### src/verilog/dscp_pkg.sv
// constants and types shared by the dac serial control core
package dscp_pkg;

  // ****************************************
  // register bus map
  // ****************************************
  localparam int AXI_ADDR_W = 4;
  localparam logic [AXI_ADDR_W-1:0] CTRL_OFFSET = 4'h0;
  localparam logic [AXI_ADDR_W-1:0] STATUS_OFFSET = 4'h4;
  localparam int CTRL_ADDR_HI_LSB = 0;
  localparam int ST_DAC_LSB = 0;
  localparam int ST_IN_LSB = 16;
  localparam int ST_PD_LSB = 28;
  localparam int ST_BUSY_BIT = 31;
  localparam logic [1:0] RESP_OKAY = 2'h0;
  localparam logic [1:0] RESP_SLVERR = 2'h2;
  // upper six slave address bits after reset; value arbitrary
  localparam logic [5:0] ADDR_HI_RESET = 6'h15;

  // ****************************************
  // converter and serial word layout
  // ****************************************
  localparam int CODE_W = 10;
  localparam logic [CODE_W-1:0] CODE_RESET = 10'h000;
  localparam logic [3:0] BITS_PER_WORD = 4'h8;
  localparam logic [3:0] CMD_LOAD_BOTH = 4'hc;
  localparam logic [3:0] CMD_LOAD_IN = 4'hd;
  localparam logic [3:0] CMD_LOAD_SHIFT = 4'he;
  localparam logic [3:0] CMD_UPDATE = 4'hf;
  localparam logic [1:0] CMD_POWER = 2'h1;
  localparam logic FILT_RESET = 1'h1;

  // power state, coded as the two power-down select bits
  typedef enum logic [1:0] {
    PD_UP = 2'b00,
    PD_FLOAT = 2'b01,
    PD_1K = 2'b10,
    PD_100K = 2'b11
  } dscp_pd_t;
  localparam dscp_pd_t PD_RESET = PD_100K;

  // serial slave states
  typedef enum logic [3:0] {
    S_IDLE = 4'b0000,
    S_ADDR = 4'b0001,
    S_ADDR_ACK = 4'b0010,
    S_CMD = 4'b0011,
    S_CMD_ACK = 4'b0100,
    S_DATA = 4'b0101,
    S_DATA_ACK = 4'b0110,
    S_RD = 4'b0111,
    S_RD_ACK = 4'b1000
  } dscp_state_t;

endpackage : dscp_pkg

### src/verilog/dscp_pin_filter.sv
// three-stage synchroniser and agreement filter for one pin
`timescale 1ns/1ps
`default_nettype none
module dscp_pin_filter (
  input wire logic aclk, // system clock
  input wire logic aresetn, // synchronous reset, active low
  input wire logic pin, // raw pin level
  output logic level // filtered level
);
  import dscp_pkg::*;

  typedef struct packed {
    logic ff1;
    logic ff2;
    logic ff3;
    logic lvl;
  } dscp_filt_t;

  localparam dscp_filt_t FILT_ST_RESET = '{ff1: FILT_RESET, ff2: FILT_RESET, ff3: FILT_RESET, lvl: FILT_RESET};

  dscp_filt_t st_reg;
  dscp_filt_t st_next;

  // ff1 feeds ff2 only; level moves once ff2 and ff3 agree
  always_comb begin
    st_next = st_reg;
    st_next.ff1 = pin;
    st_next.ff2 = st_reg.ff1;
    st_next.ff3 = st_reg.ff2;
    if (st_reg.ff2 == st_reg.ff3) begin
      st_next.lvl = st_reg.ff3;
    end
  end

  always_ff @(posedge aclk) begin
    if (!aresetn) begin
      st_reg <= FILT_ST_RESET;
    end else begin
      st_reg <= st_next;
    end
  end

  assign level = st_reg.lvl;

endmodule : dscp_pin_filter
`default_nettype wire

### src/verilog/dscp_core.sv
// two-wire slave, data registers and power-down control of the dac
`timescale 1ns/1ps
`default_nettype none
module dscp_core (
  input wire logic aclk, // 10 MHz system clock
  input wire logic aresetn, // synchronous reset, active low
  input wire logic [dscp_pkg::AXI_ADDR_W-1:0] s_axi_awaddr, // write address
  input wire logic s_axi_awvalid, // write address valid
  output logic s_axi_awready, // write address ready
  input wire logic [31:0] s_axi_wdata, // write data
  input wire logic [3:0] s_axi_wstrb, // write byte strobes
  input wire logic s_axi_wvalid, // write data valid
  output logic s_axi_wready, // write data ready
  output logic [1:0] s_axi_bresp, // write response
  output logic s_axi_bvalid, // write response valid
  input wire logic s_axi_bready, // write response ready
  input wire logic [dscp_pkg::AXI_ADDR_W-1:0] s_axi_araddr, // read address
  input wire logic s_axi_arvalid, // read address valid
  output logic s_axi_arready, // read address ready
  output logic [31:0] s_axi_rdata, // read data
  output logic [1:0] s_axi_rresp, // read response
  output logic s_axi_rvalid, // read data valid
  input wire logic s_axi_rready, // read data ready
  input wire logic scl_in, // serial clock pin level
  input wire logic sda_in, // serial data pin level
  output logic sda_o, // serial data drive value
  output logic sda_oe, // high while pulling sda low
  input wire logic addr_sel, // address select pin
  output logic [dscp_pkg::CODE_W-1:0] dac_code, // code to resistor string
  output logic buffer_en, // output buffer enable
  output logic string_en, // resistor string supply enable
  output logic term_1k, // 1k termination to ground
  output logic term_100k // 100k termination to ground
);
  import dscp_pkg::*;

  // ****************************************
  // state
  // ****************************************
  typedef struct packed {
    dscp_state_t state;
    logic [3:0] bitcnt;
    logic [7:0] shreg;
    logic rw;
    logic [3:0] cmd;
    logic [3:0] dhi;
    logic rd_idx;
    logic nack;
    logic oe;
    logic scl_q;
    logic sda_q;
    logic [CODE_W-1:0] in_reg;
    logic [CODE_W-1:0] dac_reg;
    dscp_pd_t pd;
    logic [5:0] addr_hi;
    logic aw_got;
    logic [AXI_ADDR_W-1:0] aw_addr;
    logic w_got;
    logic [31:0] w_data;
    logic [3:0] w_strb;
    logic bvalid;
    logic [1:0] bresp;
    logic rvalid;
    logic [31:0] rdata;
    logic [1:0] rresp;
  } dscp_st_t;

  localparam dscp_st_t ST_RESET = '{state: S_IDLE, pd: PD_RESET, addr_hi: ADDR_HI_RESET,
                                    scl_q: FILT_RESET, sda_q: FILT_RESET, default: '0};

  dscp_st_t st_reg;
  dscp_st_t st_next;

  // ****************************************
  // pin filters
  // ****************************************
  logic [2:0] pin_raw;
  logic [2:0] pin_f;
  logic scl_f;
  logic sda_f;
  logic addr_f;

  assign pin_raw = {addr_sel, sda_in, scl_in};

  // one filter per pin
  genvar gi;
  generate
    for (gi = 0; gi < 3; gi++) begin : g_pin
      dscp_pin_filter u_filt (
        .aclk(aclk),
        .aresetn(aresetn),
        .pin(pin_raw[gi]),
        .level(pin_f[gi])
      );
    end
  endgenerate

  assign scl_f = pin_f[0];
  assign sda_f = pin_f[1];
  assign addr_f = pin_f[2];

  // ****************************************
  // bus conditions
  // ****************************************
  logic scl_rise;
  logic scl_fall;
  logic start_ev;
  logic stop_ev;
  logic addr_hit;
  logic [CODE_W-1:0] word_code;
  logic [7:0] rd_byte;

  // sda moving while scl stays high is a condition, never data
  assign start_ev = st_reg.scl_q & scl_f & st_reg.sda_q & ~sda_f;
  assign stop_ev = st_reg.scl_q & scl_f & ~st_reg.sda_q & sda_f;
  assign scl_rise = ~st_reg.scl_q & scl_f;
  assign scl_fall = st_reg.scl_q & ~scl_f;
  // the address lsb follows the select pin
  assign addr_hit = (st_reg.shreg[7:1] == {st_reg.addr_hi, addr_f});
  // first byte carries the top four code bits, second the low six
  assign word_code = {st_reg.dhi, st_reg.shreg[7:2]};
  // read-back always opens with power bits and top of code, whatever an earlier read left in rd_idx
  assign rd_byte = {st_reg.pd, 2'b00, st_reg.dac_reg[9:6]};

  // ****************************************
  // next state
  // ****************************************
  always_comb begin
    st_next = st_reg;
    st_next.scl_q = scl_f;
    st_next.sda_q = sda_f;

    // serial slave, stepped by filtered scl edges
    if (start_ev) begin
      st_next.state = S_ADDR;
      st_next.bitcnt = 4'h0;
      st_next.oe = 1'b0;
    end else if (stop_ev) begin
      st_next.state = S_IDLE;
      st_next.oe = 1'b0;
    end else if (scl_rise) begin
      case (st_reg.state)
        S_ADDR, S_CMD, S_DATA: begin
          st_next.shreg = {st_reg.shreg[6:0], sda_f};
          st_next.bitcnt = st_reg.bitcnt + 4'h1;
        end
        S_RD: begin
          st_next.bitcnt = st_reg.bitcnt + 4'h1;
        end
        S_RD_ACK: begin
          st_next.nack = sda_f;
        end
        default: begin
          st_next.bitcnt = st_reg.bitcnt;
        end
      endcase
    end else if (scl_fall) begin
      case (st_reg.state)
        S_ADDR: begin
          if (st_reg.bitcnt == BITS_PER_WORD) begin
            if (addr_hit) begin
              st_next.oe = 1'b1;
              st_next.rw = st_reg.shreg[0];
              st_next.state = S_ADDR_ACK;
            end else begin
              // foreign address: sleep until the next start
              st_next.state = S_IDLE;
            end
          end
        end
        S_ADDR_ACK: begin
          st_next.bitcnt = 4'h0;
          if (st_reg.rw) begin
            st_next.state = S_RD;
            st_next.rd_idx = 1'b0;
            st_next.shreg = rd_byte;
            st_next.oe = ~rd_byte[7];
          end else begin
            st_next.state = S_CMD;
            st_next.oe = 1'b0;
          end
        end
        S_CMD, S_DATA: begin
          if (st_reg.bitcnt == BITS_PER_WORD) begin
            st_next.oe = 1'b1;
            st_next.state = (st_reg.state == S_CMD) ? S_CMD_ACK : S_DATA_ACK;
          end
        end
        S_CMD_ACK: begin
          // commands without a data part act at the end of this acknowledge
          st_next.oe = 1'b0;
          st_next.bitcnt = 4'h0;
          st_next.cmd = st_reg.shreg[7:4];
          st_next.dhi = st_reg.shreg[3:0];
          st_next.state = S_DATA;
          if (st_reg.shreg[7:6] == CMD_POWER) begin
            // dac register untouched, so waking restores the held code
            st_next.pd = dscp_pd_t'(st_reg.shreg[3:2]);
          end else if (st_reg.shreg[7:4] == CMD_UPDATE) begin
            st_next.dac_reg = st_reg.in_reg;
          end
        end
        S_DATA_ACK: begin
          st_next.oe = 1'b0;
          st_next.bitcnt = 4'h0;
          st_next.state = S_CMD;
          // writes land in any power state; only the buffer and the string stay off
          case (st_reg.cmd)
            CMD_LOAD_BOTH: begin
              st_next.in_reg = word_code;
              st_next.dac_reg = word_code;
            end
            CMD_LOAD_IN: begin
              st_next.in_reg = word_code;
            end
            CMD_LOAD_SHIFT: begin
              st_next.dac_reg = st_reg.in_reg;
              st_next.in_reg = word_code;
            end
            default: begin
              st_next.in_reg = st_reg.in_reg;
            end
          endcase
        end
        S_RD: begin
          if (st_reg.bitcnt == BITS_PER_WORD) begin
            st_next.oe = 1'b0;
            st_next.state = S_RD_ACK;
          end else begin
            st_next.shreg = {st_reg.shreg[6:0], 1'b0};
            st_next.oe = ~st_reg.shreg[6];
          end
        end
        S_RD_ACK: begin
          // a nack hands the bus back; the master then stops
          if (st_reg.nack) begin
            st_next.state = S_IDLE;
          end else begin
            st_next.state = S_RD;
            st_next.bitcnt = 4'h0;
            st_next.rd_idx = ~st_reg.rd_idx;
            st_next.shreg = st_reg.rd_idx ? {st_reg.pd, 2'b00, st_reg.dac_reg[9:6]}
                                          : {st_reg.dac_reg[5:0], 2'b00};
            st_next.oe = st_reg.rd_idx ? ~st_reg.pd[1] : ~st_reg.dac_reg[5];
          end
        end
        default: begin
          st_next.oe = 1'b0;
        end
      endcase
    end

    // register bus: write address and data may come in either order
    if (s_axi_awvalid && s_axi_awready) begin
      st_next.aw_got = 1'b1;
      st_next.aw_addr = s_axi_awaddr;
    end
    if (s_axi_wvalid && s_axi_wready) begin
      st_next.w_got = 1'b1;
      st_next.w_data = s_axi_wdata;
      st_next.w_strb = s_axi_wstrb;
    end
    if (st_reg.aw_got && st_reg.w_got) begin
      st_next.aw_got = 1'b0;
      st_next.w_got = 1'b0;
      st_next.bvalid = 1'b1;
      st_next.bresp = RESP_OKAY;
      if (st_reg.aw_addr == CTRL_OFFSET) begin
        if (st_reg.w_strb[0]) begin
          st_next.addr_hi = st_reg.w_data[CTRL_ADDR_HI_LSB +: 6];
        end
      end else if (st_reg.aw_addr != STATUS_OFFSET) begin
        st_next.bresp = RESP_SLVERR;
      end
    end
    if (st_reg.bvalid && s_axi_bready) begin
      st_next.bvalid = 1'b0;
    end
    if (s_axi_arvalid && s_axi_arready) begin
      st_next.rvalid = 1'b1;
      st_next.rdata = 32'h0000_0000;
      st_next.rresp = RESP_OKAY;
      case (s_axi_araddr)
        CTRL_OFFSET: begin
          st_next.rdata[CTRL_ADDR_HI_LSB +: 6] = st_reg.addr_hi;
        end
        STATUS_OFFSET: begin
          st_next.rdata[ST_DAC_LSB +: CODE_W] = st_reg.dac_reg;
          st_next.rdata[ST_IN_LSB +: CODE_W] = st_reg.in_reg;
          st_next.rdata[ST_PD_LSB +: 2] = st_reg.pd;
          st_next.rdata[ST_BUSY_BIT] = (st_reg.state != S_IDLE);
        end
        default: begin
          st_next.rresp = RESP_SLVERR;
        end
      endcase
    end else if (st_reg.rvalid && s_axi_rready) begin
      st_next.rvalid = 1'b0;
    end
  end

  // registers keep their value until rewritten or reset
  always_ff @(posedge aclk) begin
    if (!aresetn) begin
      st_reg <= ST_RESET;
    end else begin
      st_reg <= st_next;
    end
  end

  // ****************************************
  // outputs
  // ****************************************
  // bus ready is held off while a response waits, one write at a time
  assign s_axi_awready = ~st_reg.aw_got & ~st_reg.bvalid;
  assign s_axi_wready = ~st_reg.w_got & ~st_reg.bvalid;
  assign s_axi_bvalid = st_reg.bvalid;
  assign s_axi_bresp = st_reg.bresp;
  assign s_axi_arready = ~st_reg.rvalid;
  assign s_axi_rvalid = st_reg.rvalid;
  assign s_axi_rdata = st_reg.rdata;
  assign s_axi_rresp = st_reg.rresp;
  // only ever pull low; scl has no driver here at all
  assign sda_o = 1'b0;
  assign sda_oe = st_reg.oe;
  assign dac_code = st_reg.dac_reg;
  // every power-down mode cuts buffer and string; only termination differs
  assign buffer_en = (st_reg.pd == PD_UP);
  assign string_en = (st_reg.pd == PD_UP);
  assign term_1k = (st_reg.pd == PD_1K);
  assign term_100k = (st_reg.pd == PD_100K);
endmodule : dscp_core
`default_nettype wire

### config.mk
export PLATFORM = sky130hd
export DESIGN_NAME = dscp_core
export DESIGN_NICKNAME = d
export VERILOG_FILES = /design/src/verilog/dscp_pkg.sv /design/src/verilog/dscp_pin_filter.sv /design/src/verilog/dscp_core.sv
export SDC_FILE = /design/constraint.sdc
export NUM_CORES = 1
export LEC_CHECK = 0
export ABC_AREA = 1
export BUFFER_PORTS_ARGS = -buffer_cell sky130_fd_sc_hd__buf_2
export CORE_AREA = 4 4 109 111
export CTS_CLUSTER_SIZE = 14
export DETAILED_ROUTE_END_ITERATION = 16
export DIE_AREA = 0 0 113 115
export PLACE_DENSITY = 0.76
export SLEW_MARGIN = 20
export SYNTH_ARGS = -nofsm -noshare
export SYNTH_HDL_FRONTEND = slang
export SYNTH_SLANG_ARGS = --single-unit
export TNS_END_PERCENT = 30
### constraint.sdc
create_clock -name aclk -period 1.5 [get_ports aclk]
set_input_delay 0.225 -clock aclk [delete_from_list [all_inputs] [get_ports aclk]]
set_output_delay 0.225 -clock aclk [all_outputs]
set_load 0.02 [all_outputs]
Word level (Yosys, flattened, before mapping). Index checks and enable logic that the tools add are counted.

Output and inout bits: 57. Input bits: 54. Word-level logic and storage cells: 200. Flip-flop bits (word level): 112.

Bitwise operators: 25. Add/subtract/negate cells: 1. Muxes and demuxes: 54. Equality and inequality tests: 40. Reductions and logical operators: 42.

Operators by type and width (count): $mux 23 (2); $mux 10 (4); $mux 8 (5); $pmux 10 s2 (2); $reduce_and 6->1 (5); $pmux 4 s7 (1); $eq 4x4->1 const B (6); $mux 12 (2); $pmux 8 s3 (1); $eq 4x3->1 const B (5); $mux 4 (5); $mux 1 (19); $ne 2x2->1 const B (9); $not 1->1 (16); $reduce_and 8->1 (2); $reduce_and 7->1 (2); $mux 2 (6); $ne 4x4->1 const B (3); $pmux 6 s2 (1); $reduce_or 3->1 (4); $reduce_and 5->1 (2); $reduce_or 2->1 (5); $and 1x1->1 (9); $ne 3x3->1 const B (3); 26 further kinds (43).

Depth between registers and ports, before layout. Gate-level depths: netlist of run 1.

Depth in word-level cells: 8. Depth in mapped cells: 12. Depth with buffers taken out: 12.

Hierarchy. A second synthesis of run 1 with hierarchy kept.

Cell total of the unflattened synthesis: 778. Area, all modules: 5341.4 µm².

By module, submodules not included: dscp_core (cells an instance 727, sequential area each 1961.9 µm², times used 1, area each 4939.7 µm²); dscp_pin_filter (cells an instance 17, sequential area each 80.1 µm², times used 3, area each 133.9 µm²).

Worst setup path after synthesis of run 1. No wires, ideal clock.

Kind: register -> register. Start: register st_reg[109] (netlist name). End: register st_reg[124] (netlist name). Data required time: 1387 ps. Library setup time: 113 ps. Cell stages (with the launch flop): 13. Path slack: -89 ps. Clock period less this slack: 1589 ps. Path buffers: 2. Arrival time: 1476 ps. Path through: dfxtp_1 -> inv_1 -> ha_1 -> buf_2 -> inv_2 -> nand2_1 -> o21bai_2 -> nor2_2 -> nand2_2 -> buf_6 -> nand2_1 -> nand2_1 -> nor2_1.

Longest elaborated chain between the ends: 5. Elaborated cells between the ends (all ways): 18. Those cells by class: eq/ne (4); mux (1); bitwise (10); reduce/logical (3).

RTL lines: start: declaration (line dscp_core.sv:71) `dscp_st_t st_reg;`; start signal: assignment (line dscp_core.sv:307) `st_reg <= st_next;`; $and 1x1->1 (line dscp_core.sv:114, dscp_core.sv:115); $and 1x1->1, on equally long branches (2 in a row) (line dscp_core.sv:114, dscp_core.sv:115); $not 1->1 (no source line); $reduce_and 8->1 (no source line).

Parallel ways exist; a longest one is shown, timed or not. A chain may end at the register's enable or synchronous reset.

Worst setup path in the final report of run 1.
Start: register st_reg[109] (netlist name). End: register st_reg (netlist bit dac_code[4]).

Longest elaborated chain between the ends: 5. Elaborated cells between the ends (all ways): 12. Those cells by class: bitwise (11); reduce/logical (1).

RTL lines (line): $and 1x1->1 (dscp_core.sv:114, dscp_core.sv:115); $and 1x1->1, on equally long branches (2 in a row) (dscp_core.sv:114, dscp_core.sv:115); $not 1->1 (no source line); $reduce_and 8->1 (no source line) (*).

Every way passes the cells marked *; elsewhere a longest branch is shown, timed or not.

==> results of run 1 <==
where the power goes:
group	switching (mW)	internal, mW
clock	1.03	0.607
sequential	0.0290	2.97
combinational	0.220	0.117
synth_stat cells, types with 6 or more instances:
cell / instances
clkbuf_1: 10
nand2_2: 6
a21oi_1: 60
nand2_1: 200
nand3_1: 35
or2_2: 9
o21ai_0: 57
buf_2: 11
inv_1: 70
buf_4: 48
nor2_2: 8
nor2_1: 120
dfxtp_1: 110
layer usage:
layer | vias to the layer above | wire length [µm] | GRT usage, %
li1 | 2648 | - | -
met4 | 0 | 310 | 6.01
met5 | - | 0 | 0
met1 | 2270 | 5820 | 25.6
met2 | 194 | 6330 | 33.7
met3 | 29 | 895 | 3.74
kinds of logic after synthesis:
group           share of synthesized area, %
fa+ha+maj                               1.16
buf+inv                                 14.1
other cells                           0.0693
xor+xnor                               0.486
compound gates                          13.4
simple gates                            30.1
flops                                   40.7
worst max path at each step:
| stage | start | to | depth (start not counted) |
|---|---|---|---|
| 2_1_floorplan | st_reg[109] | st_reg[124] | 12 |
| 3_5_place_dp | g_pin[0].u_filt.level | st_reg[130] | 9 |
| 5_1_grt | g_pin[0].u_filt.level | dac_code[4] | 11 |
| 6_report | st_reg[109] | dac_code[4] | 11 |
| 3_3_place_gp | g_pin[0].u_filt.level | st_reg[130] | 9 |
| 4_1_cts | st_reg[109] | dac_code[4] | 10 |
area by class of cell:
class / instances / area [µm²]
Tap cell: 140 / 175
Fill cell: 966 / 4190
Clock inverter: 6 / 46.3
Inverter: 75 / 289
Multi-Input combinational cell: 546 / 2680
Timing Repair Buffer: 151 / 1060
Sequential cell: 110 / 2220
Clock buffer: 9 / 124
critical path: stages, from the launching register on:
cell and delay [ps]:
dfxtp_4 380, ha_4 160, nand3b_1 110, nand2_2 120, nor2_4 110, buf_6 110
nand4_1 110, buf_6 160, buf_6 130, nand2_1 50, nand2_1 40, nor2_1 120
repair_timing:
item	in CTS	in global routing
resized for setup	19	59
pin swaps	1	16
setup buffers	0	15
setup endpoints to repair	49	55
cloned	0	1
stage by stage:
step	cell area (µm²)	std cells	setup WS (ps)	util (%)
2_1_floorplan	5470	803	12.7	-
4_1_cts	6270	1021	-138	58.1
5_1_grt	6600	1037	-267	61.1
6_report	6600	1037	-170	61.1
3_3_place_gp	6060	1006	-151	56.1
3_5_place_dp	6060	1006	-206	56.1
==> run_results.csv, run 1 <==
group,metric,value,unit
clock_network,cts_sinks,110,
clock_network,root_buffer,"clkbuf_8",
status,outcome,"finished with violations",
worst_setup_path,endpoint_kind,"flip-flop",
floorplan,io_pins,111,
sta,slew_violations,0,
sta,max_freq,599,MHz
global_route,grt_start_max_net_pins,44,
placement,gp_congestion,0.964,
floorplan,dieWidth,113,µm
sta,period_needed,1670,ps
floorplan,core_area,10800,µm²
clock_network,clk_latency,380,ps
sta,holdWs,14.6,ps
worst_setup_path,cp-start-kind,"flip-flop",
logic_synthesis,synth_edf_count,0,
finish,largest_reg_flops,58,
logic_synthesis,yosysWarnings,0,
sta,finalHoldViolCount,0,
sta,setup_viol,45,
global_route,overflow,0,
detailed_routing,wirelength,13400,µm
clock_network,clkTransAtPathRegs,110,ps
power_and_ir_drop,leakage,3.14,nW
floorplan,die_h,115,µm
clock_network,postCtsHoldBufs,0,
logic_synthesis,synth_cell_types,38,
worst_setup_path,r2r_end,"dac_code[4]",
hold_path,holdPathStages,2,
clock_network,cts_buffers,9,
logic_synthesis,async_flop_share,0,%
logic_synthesis,synth.top_cell.area_share,40.7,%
sta,finalWorstSetupSlack,-170,ps
finish,fin_nets,952,
worst_setup_path,criticalPathCategory,"flip-flop to flip-flop",
worst_setup_path,r2r-start,"st_reg[109]",
sta,post-route-period-util,111,%
finish,area_growth,22.0,%
finish,layout-drive-gt1-share,27.1,%
finish,antenna_cells,0,
hold_path,hp-start,"s_axi_bready",
clock_network,cts_tree,"done",
finish,layout_common_cells,"nand2_1 (188), nor2_1 (112), dfxtp_1 (103)",
detailed_routing,avgViaCountPerCell,4.96,
detailed_routing,avgRoutedWirePerCell,12.9,µm
floorplan,start_util,50.1,%
logic_synthesis,syn_inst,792,
sta,tns,-4080,ps
sta,skew,13.8,ps
worst_setup_path,crit_path_max_fanout,7,
flow_run,maxCapViolCount,0,
power_and_ir_drop,p_total,4.97,mW
logic_synthesis,synthTopCellsByArea,"dfxtp_1 (41%), nand2_1 (14%), nor2_1 (8.3%), buf_4 (6.7%), a21oi_1 (5.6%)",
logic_synthesis,synth_seq_cells,110,
clock_network,ctsHtreeMaxLevel,3,
floorplan,dieArea,13000,µm²
detailed_routing,drtAntennaViolNets,0,
detailed_routing,vias,5141,
power_and_ir_drop,max-vdd-ir-drop,694,µV
global_route,grt_pass1_vias,4554,
detailed_routing,drtPass1Iterations,5,
logic_synthesis,ys_seq_area_share,40.7,%
placement,dpl.hpwl,9650,µm
detailed_routing,drc,0,
status,violations,"setup timing",
worst_setup_path,rrSetupSlack,-170,ps
sta,rsz0062_at_grt,"yes",
placement,port-buffer-count,69,
floorplan,num_rows,38,
hold_path,hold_path.class,"input port to flip-flop",
logic_synthesis,synthesis.area,5410,µm²
worst_setup_path,arrival,1980,ps
logic_synthesis,syn_avg_cell_area,6.83,µm²
hold_path,holdPathEnd,"s_axi_bvalid",
power_and_ir_drop,power.density,754,nW/µm²
logic_synthesis,synthFlopType,"dfxtp_1",
logic_synthesis,synth_top_cell_by_area,"dfxtp_1",
worst_setup_path,required,1810,ps
detailed_routing,drtIter0Drc,417,
global_route,track_usage,19.8,%
worst_setup_path,reg2reg_depth,11,
global_route,grt_pass1_wl,21100,µm
global_route,antenna_found_initial,0,
clock_network,clockBufferDepth,2,
finish,mostFrequentLayoutCell,"nand2_1",
Power figures use the tool's default switching activity.
==> run 2, diff against run 1 <==
ABC_AREA = unset   (was 1)
CORE_AREA = 4 4 108 110   (was 4 4 109 111)
DIE_AREA = 0 0 112 114   (was 0 0 113 115)
PLACE_DENSITY = 0.74   (was 0.76)
==> run_results.csv, run 2 <==
group,metric,value,unit
logic_synthesis,synthTopCellsByArea,"dfxtp_1 (43%), mux2i_1 (8.6%), buf_4 (7.2%), nor2_1 (6.4%), a22oi_1 (3.1%)",
logic_synthesis,synth_edf_count,0,
logic_synthesis,yosysWarnings,0,
finish,largest_reg_flops,58,
worst_setup_path,cp_cell_sequence,"or3b_4 -> a211o_1 -> a2111oi_4 -> buf_12 -> mux2i_1 -> nor2_1",
finish,final_cell_area,6320,µm²
placement,gp_congestion,0.941,
sta,finalWorstSetupSlack,-376,ps
clock_network,cts_tree,"done",
finish,finish.utilization,59.1,%
worst_setup_path,path_delay_family,"compound AO/OA/AOI/OAI gates",
logic_synthesis,syn_avg_cell_area,9.00,µm²
worst_setup_path,cp-start-kind,"flip-flop",
worst_setup_path,crit_path_max_fanout,10,
hold_path,hold_path.class,"input port to flip-flop",
finish,antenna_cells,0,
clock_network,cts_buffers,9,
flow_run,maxCapViolCount,0,
sta,max_freq,533,MHz
sta,holdWs,14.9,ps
worst_setup_path,slowest_delay,390,ps
finish,layout-drive-gt1-share,33.5,%
finish,fin_nets,722,
worst_setup_path,cp_slowest_cell,"or3b_4",
placement,dpl.hpwl,9670,µm
detailed_routing,avgRoutedWirePerCell,16.4,µm
placement,dp_cells,788,
finish,multi_input_area,2610,µm²
sta,tns,-12740,ps
clock_network,cts_sinks,110,
sta,rsz0062_at_grt,"yes",
detailed_routing,drtPass1Iterations,5,
status,violations,"setup timing",
placement,port-buffer-count,69,
clock_network,clockBufferDepth,2,
detailed_routing,drtIter0Drc,403,
global_route,grt_pass1_wl,21000,µm
detailed_routing,avgViaCountPerCell,5.50,
power_and_ir_drop,leakage,2.56,nW
logic_synthesis,synth_seq_cells,110,
finish,final_cells,808,
worst_setup_path,rrSetupSlack,-380,ps
sta,skew,16.8,ps
sta,slew_violations,0,
power_and_ir_drop,power.density,806,nW/µm²
logic_synthesis,ys_seq_area_share,43.0,%
placement,pre_cts_slack,-387,ps
global_route,antenna_found_initial,0,
logic_synthesis,syn_inst,569,
floorplan,dieArea,12800,µm²
sta,post-route-period-util,125,%
detailed_routing,drc,0,
global_route,grt_start_max_net_pins,49,
finish,n_fill_cell,910,
global_route,track_usage,20.5,%
global_route,grt_pass1_vias,4194,
status,outcome,"finished with violations",
logic_synthesis,synthFlopType,"dfxtp_1",
finish,layout_common_cells,"dfxtp_1 (103), nor2_1 (84), buf_4 (80)",
logic_synthesis,yosysMostFrequentCell,"dfxtp_1",
detailed_routing,drtAntennaViolNets,0,
sta,finalHoldViolCount,0,
clock_network,root_buffer,"clkbuf_8",
power_and_ir_drop,max-vdd-ir-drop,878,µV
floorplan,dieWidth,112,µm
worst_setup_path,arrival,2160,ps
floorplan,core_area,10700,µm²
floorplan,io_pins,111,
logic_synthesis,synth_cell_types,60,
logic_synthesis,synth.top_cell.area_share,43.0,%
sta,period_needed,1880,ps
floorplan,num_rows,38,
worst_setup_path,crit_buf_inv,1,
floorplan,die_h,114,µm
detailed_routing,wirelength,13300,µm
logic_synthesis,async_flop_share,0,%
worst_setup_path,endpoint_kind,"flip-flop",
clock_network,postCtsHoldBufs,0,
worst_setup_path,required,1780,ps
finish,mostFrequentLayoutCell,"dfxtp_1",
logic_synthesis,synthTopCellsByCount,"dfxtp_1 (110), nor2_1 (87), buf_4 (49)",
clock_network,clkTransAtPathRegs,110,ps
global_route,overflow,0,
placement,dpl_cell_area,5920,µm²
finish,layout.area.seq,2220,µm²
clock_network,ctsHtreeMaxLevel,3,
detailed_routing,vias,4448,
power_and_ir_drop,p_total,5.09,mW
finish,area_growth,23.4,%
clock_network,clk_latency,390,ps
sta,setup_viol,53,
logic_synthesis,synth_top_cell_by_area,"dfxtp_1",
logic_synthesis,synthesis.area,5120,µm²
worst_setup_path,criticalPathCategory,"flip-flop to flip-flop",
floorplan,start_util,47.9,%
[run 2: cell types whose count changed in the layout (fill, tap and decap cells not counted), sizes merged, moves of 34 or more]
cell,before,now
mux2i,0,44
nand2,206,34
o21ai,59,11
a21oi,60,26
nor2,130,87
inv,76,13
[run 2: cell type report]
class / instances / area share [%]
clock inverter: 5 / 0.832
timing repair buffer: 158 / 17.1
tap: 140 / 2.77
clock buffer: 11 / 2.24
sequential: 110 / 35.1
inverter: 10 / 0.594
multi-input combinational: 374 / 41.3
[run 2: power breakdown]
| group | internal, mW | switching [mW] |
|---|---|---|
| Clock | 0.689 | 1.08 |
| Sequential | 2.96 | 0.0300 |
| Combinational | 0.126 | 0.201 |
[run 2: cells by family (layout without fill, tap and decap cells)]
kind of cell    after synthesis  count (layout)  synth area share, %
buf+inv                      96             184                 11.1
fa+ha+maj                     5               5                 1.22
other cells                   1              12               0.0732
compound gates              107             107                 15.3
xor+xnor                      8               8                 1.37
simple gates                196             196                 19.0
mux                          46              46                 9.04
flops                       110             110                 43.0
[run 2: repair_timing]
action / 4_1_cts / 5_1_grt
setup buffers: 1 / 3
endpoints found under the hold margin: 0 / 0
setup endpoints to repair: 55 / 82
resized for setup: 21 / 27
pin swaps: 2 / 7
[run 2: final timing paths]
check,startpoint,endpoint,cells past startpoint
worst max-delay path,st_reg[137],st_reg[101],6
worst min-delay path,sda_in,g_pin[1].u_filt.st_next[2],2
worst max register to register,st_reg[137],st_reg[101],6
worst min register to register,g_pin[1].u_filt.st_next[2],g_pin[1].u_filt.st_next[1],1
[run 2: metal layers]
| metal | up-vias | wire length (µm) | global-route usage (%) |
|---|---|---|---|
| met5 | - | 0 | 0 |
| met4 | 0 | 275 | 6.89 |
| met3 | 24 | 819 | 4.99 |
| met2 | 157 | 6280 | 32.5 |
| met1 | 2130 | 5890 | 27.6 |
| li1 | 2137 | - | - |
==> run 3, diff against run 2 <==
BUFFER_PORTS_ARGS = -buffer_cell sky130_fd_sc_hd__buf_4   (was -buffer_cell sky130_fd_sc_hd__buf_2)
PLACE_DENSITY = 0.72   (was 0.74)
clock period = 2.4 ns   (was 1.5 ns; I/O delays follow)
==> run_results.csv, run 3 (same netlist as run 2, synthesis figures left out) <==
group,metric,value,unit
status,outcome,"complete, no violations",
detailed_routing,drtAntennaViolNets,0,
worst_setup_path,crit_path_max_fanout,16,
sta,tns,0,ps
clock_network,ctsHtreeMaxLevel,3,
worst_setup_path,cp-start-kind,"flip-flop",
sta,worstMarginPinSlew,553,ps
worst_setup_path,cp.depth,5,
finish,mostFrequentLayoutCell,"dfxtp_1",
sta,skew,19.3,ps
floorplan,io_pins,111,
hold_path,hold_path.class,"input port to flip-flop",
detailed_routing,vias,4174,
clock_network,cts_buffers,9,
detailed_routing,drtIter0Drc,284,
worst_setup_path,required,2660,ps
worst_setup_path,crit_buf_inv,0,
global_route,grt_pass1_wl,18600,µm
power_and_ir_drop,internal_power,2.35,mW
floorplan,num_rows,38,
sta,slew_violations,0,
clock_network,postCtsSetupRepairBufs,0,
clock_network,clockBufferDepth,2,
global_route,grt_pass1_vias,3741,
placement,port-buffer-count,69,
worst_setup_path,reg2reg_depth,5,
clock_network,cts_resized,0,
floorplan,dieWidth,112,µm
floorplan,dieArea,12800,µm²
sta,rsz0062_at_grt,"no",
power_and_ir_drop,max-vdd-ir-drop,329,µV
detailed_routing,avgViaCountPerCell,5.62,
detailed_routing,drtPass1Iterations,5,
global_route,track_usage,17.9,%
global_route,grt_start_max_net_pins,63,
floorplan,start_util,47.9,%
flow_run,maxCapViolCount,0,
clock_network,cts_tree,"done",
hold_path,holdPathStages,2,
sta,setup_viol,0,
worst_setup_path,criticalPathCategory,"flip-flop to flip-flop",
finish,fin_nets,657,
sta,finalHoldViolCount,0,
power_and_ir_drop,p_switching,0.823,mW
clock_network,cts_sinks,110,
sta,max_freq,471,MHz
worst_setup_path,arrival,2380,ps
floorplan,die_h,114,µm
worst_setup_path,cp_cell_sequence,"or4b_2 -> nor2_1 -> nor2_1 -> a32oi_1 -> a311oi_1",
clock_network,postCtsHoldBufs,0,
worst_setup_path,slowest_delay,760,ps
finish,largest_reg_flops,58,
detailed_routing,wirelength,11600,µm
clock_network,clkTransAtPathRegs,110,ps
worst_setup_path,path_delay_family,"simple AND/OR/NAND/NOR gates",
power_and_ir_drop,power_frac_comb,6.2,%
sta,period_needed,2120,ps
floorplan,core_area,10700,µm²
placement,dpl.hpwl,8490,µm
placement,gp_congestion,0.913,
power_and_ir_drop,leakage,2.21,nW
worst_setup_path,cp_slowest_cell,"or4b_2",
clock_network,root_buffer,"clkbuf_8",
finish,layout-drive-gt1-share,19.9,%
detailed_routing,drc,0,
power_and_ir_drop,p_seq_share,59.1,%
finish,finish.utilization,53.5,%
power_and_ir_drop,switching_share,26.0,%
finish,area_growth,11.8,%
power_and_ir_drop,p_clk_share,34.7,%
sta,slew_headroom,63.0,%
finish,layout_common_cells,"dfxtp_1 (110), buf_4 (92), nor2_1 (87)",
sta,post-route-period-util,88.5,%
power_and_ir_drop,power.density,553,nW/µm²
global_route,antenna_found_initial,0,
worst_setup_path,cp_common_cell,"nor2_1",
detailed_routing,avgRoutedWirePerCell,15.7,µm
finish,antenna_cells,0,
clock_network,clk_latency,380,ps
worst_setup_path,endpoint_kind,"flip-flop",
global_route,overflow,0,
==> run 3: cell types whose count changed in the layout (fill, tap and decap cells not counted), moves of 4 or more <==
cell	previous run	this run
buf_2	68	0
buf_4	80	92
dfxtp_1	103	110
a211oi_1	5	11
a211oi_2	6	0
buf_6	6	0
dfxtp_2	4	0
==> run 3: final timing paths <==
| check | startpoint | to | slack [ps] |
|---|---|---|---|
| setup / recovery | st_reg[135] | st_reg[124] | 280 |
| hold reg to reg | g_pin[1].u_filt.st_next[2] | g_pin[1].u_filt.st_next[1] | 420 |
| setup reg to reg | st_reg[135] | st_reg[124] | 280 |
| hold / removal | sda_in | g_pin[1].u_filt.st_next[2] | 160 |
==> run 3: cell type report <==
cell class              instances  area (µm²)
flip-flops and latches        110        2200
multi-input cells             374        2400
well taps                     140         175
clock inverters                 7        75.1
repair buffers                 93         711
inverters                      10        37.5
clock buffers                   9         124
fillers                       991        4970
==> run 3: per-stage QoR <==
step                      cells  instance area, µm²  total power, mW  hold WS (ps)  worst slack [ps]
final                       743                5730             3.17           157               275
after global routing        743                5730             3.30           155               169
after detailed placement    727                5530             2.11           392               299
after global placement      727                5530             2.10           391               334
after floorplan             580                5160             2.06           386               466
after CTS                   743                5730             3.20           143               288
==> run 3: per-layer routing <==
layer / wire (µm) / GRT usage (%) / share of wire, %
met2: 5220 / 27.5 / 45
met5: 0 / 0 / 0
met4: 303 / 7.53 / 2.6
met1: 5120 / 24.6 / 44
met3: 997 / 3.45 / 8.6
==> run 3: power by group through the flow <==
stage	clock, mW	combinational [mW]	sequential, mW
floorplan	0	0.146	1.91
global route	1.21	0.215	1.88
detailed placement	0	0.197	1.91
CTS	1.13	0.198	1.87
finish	1.10	0.196	1.87
global placement	0	0.192	1.91
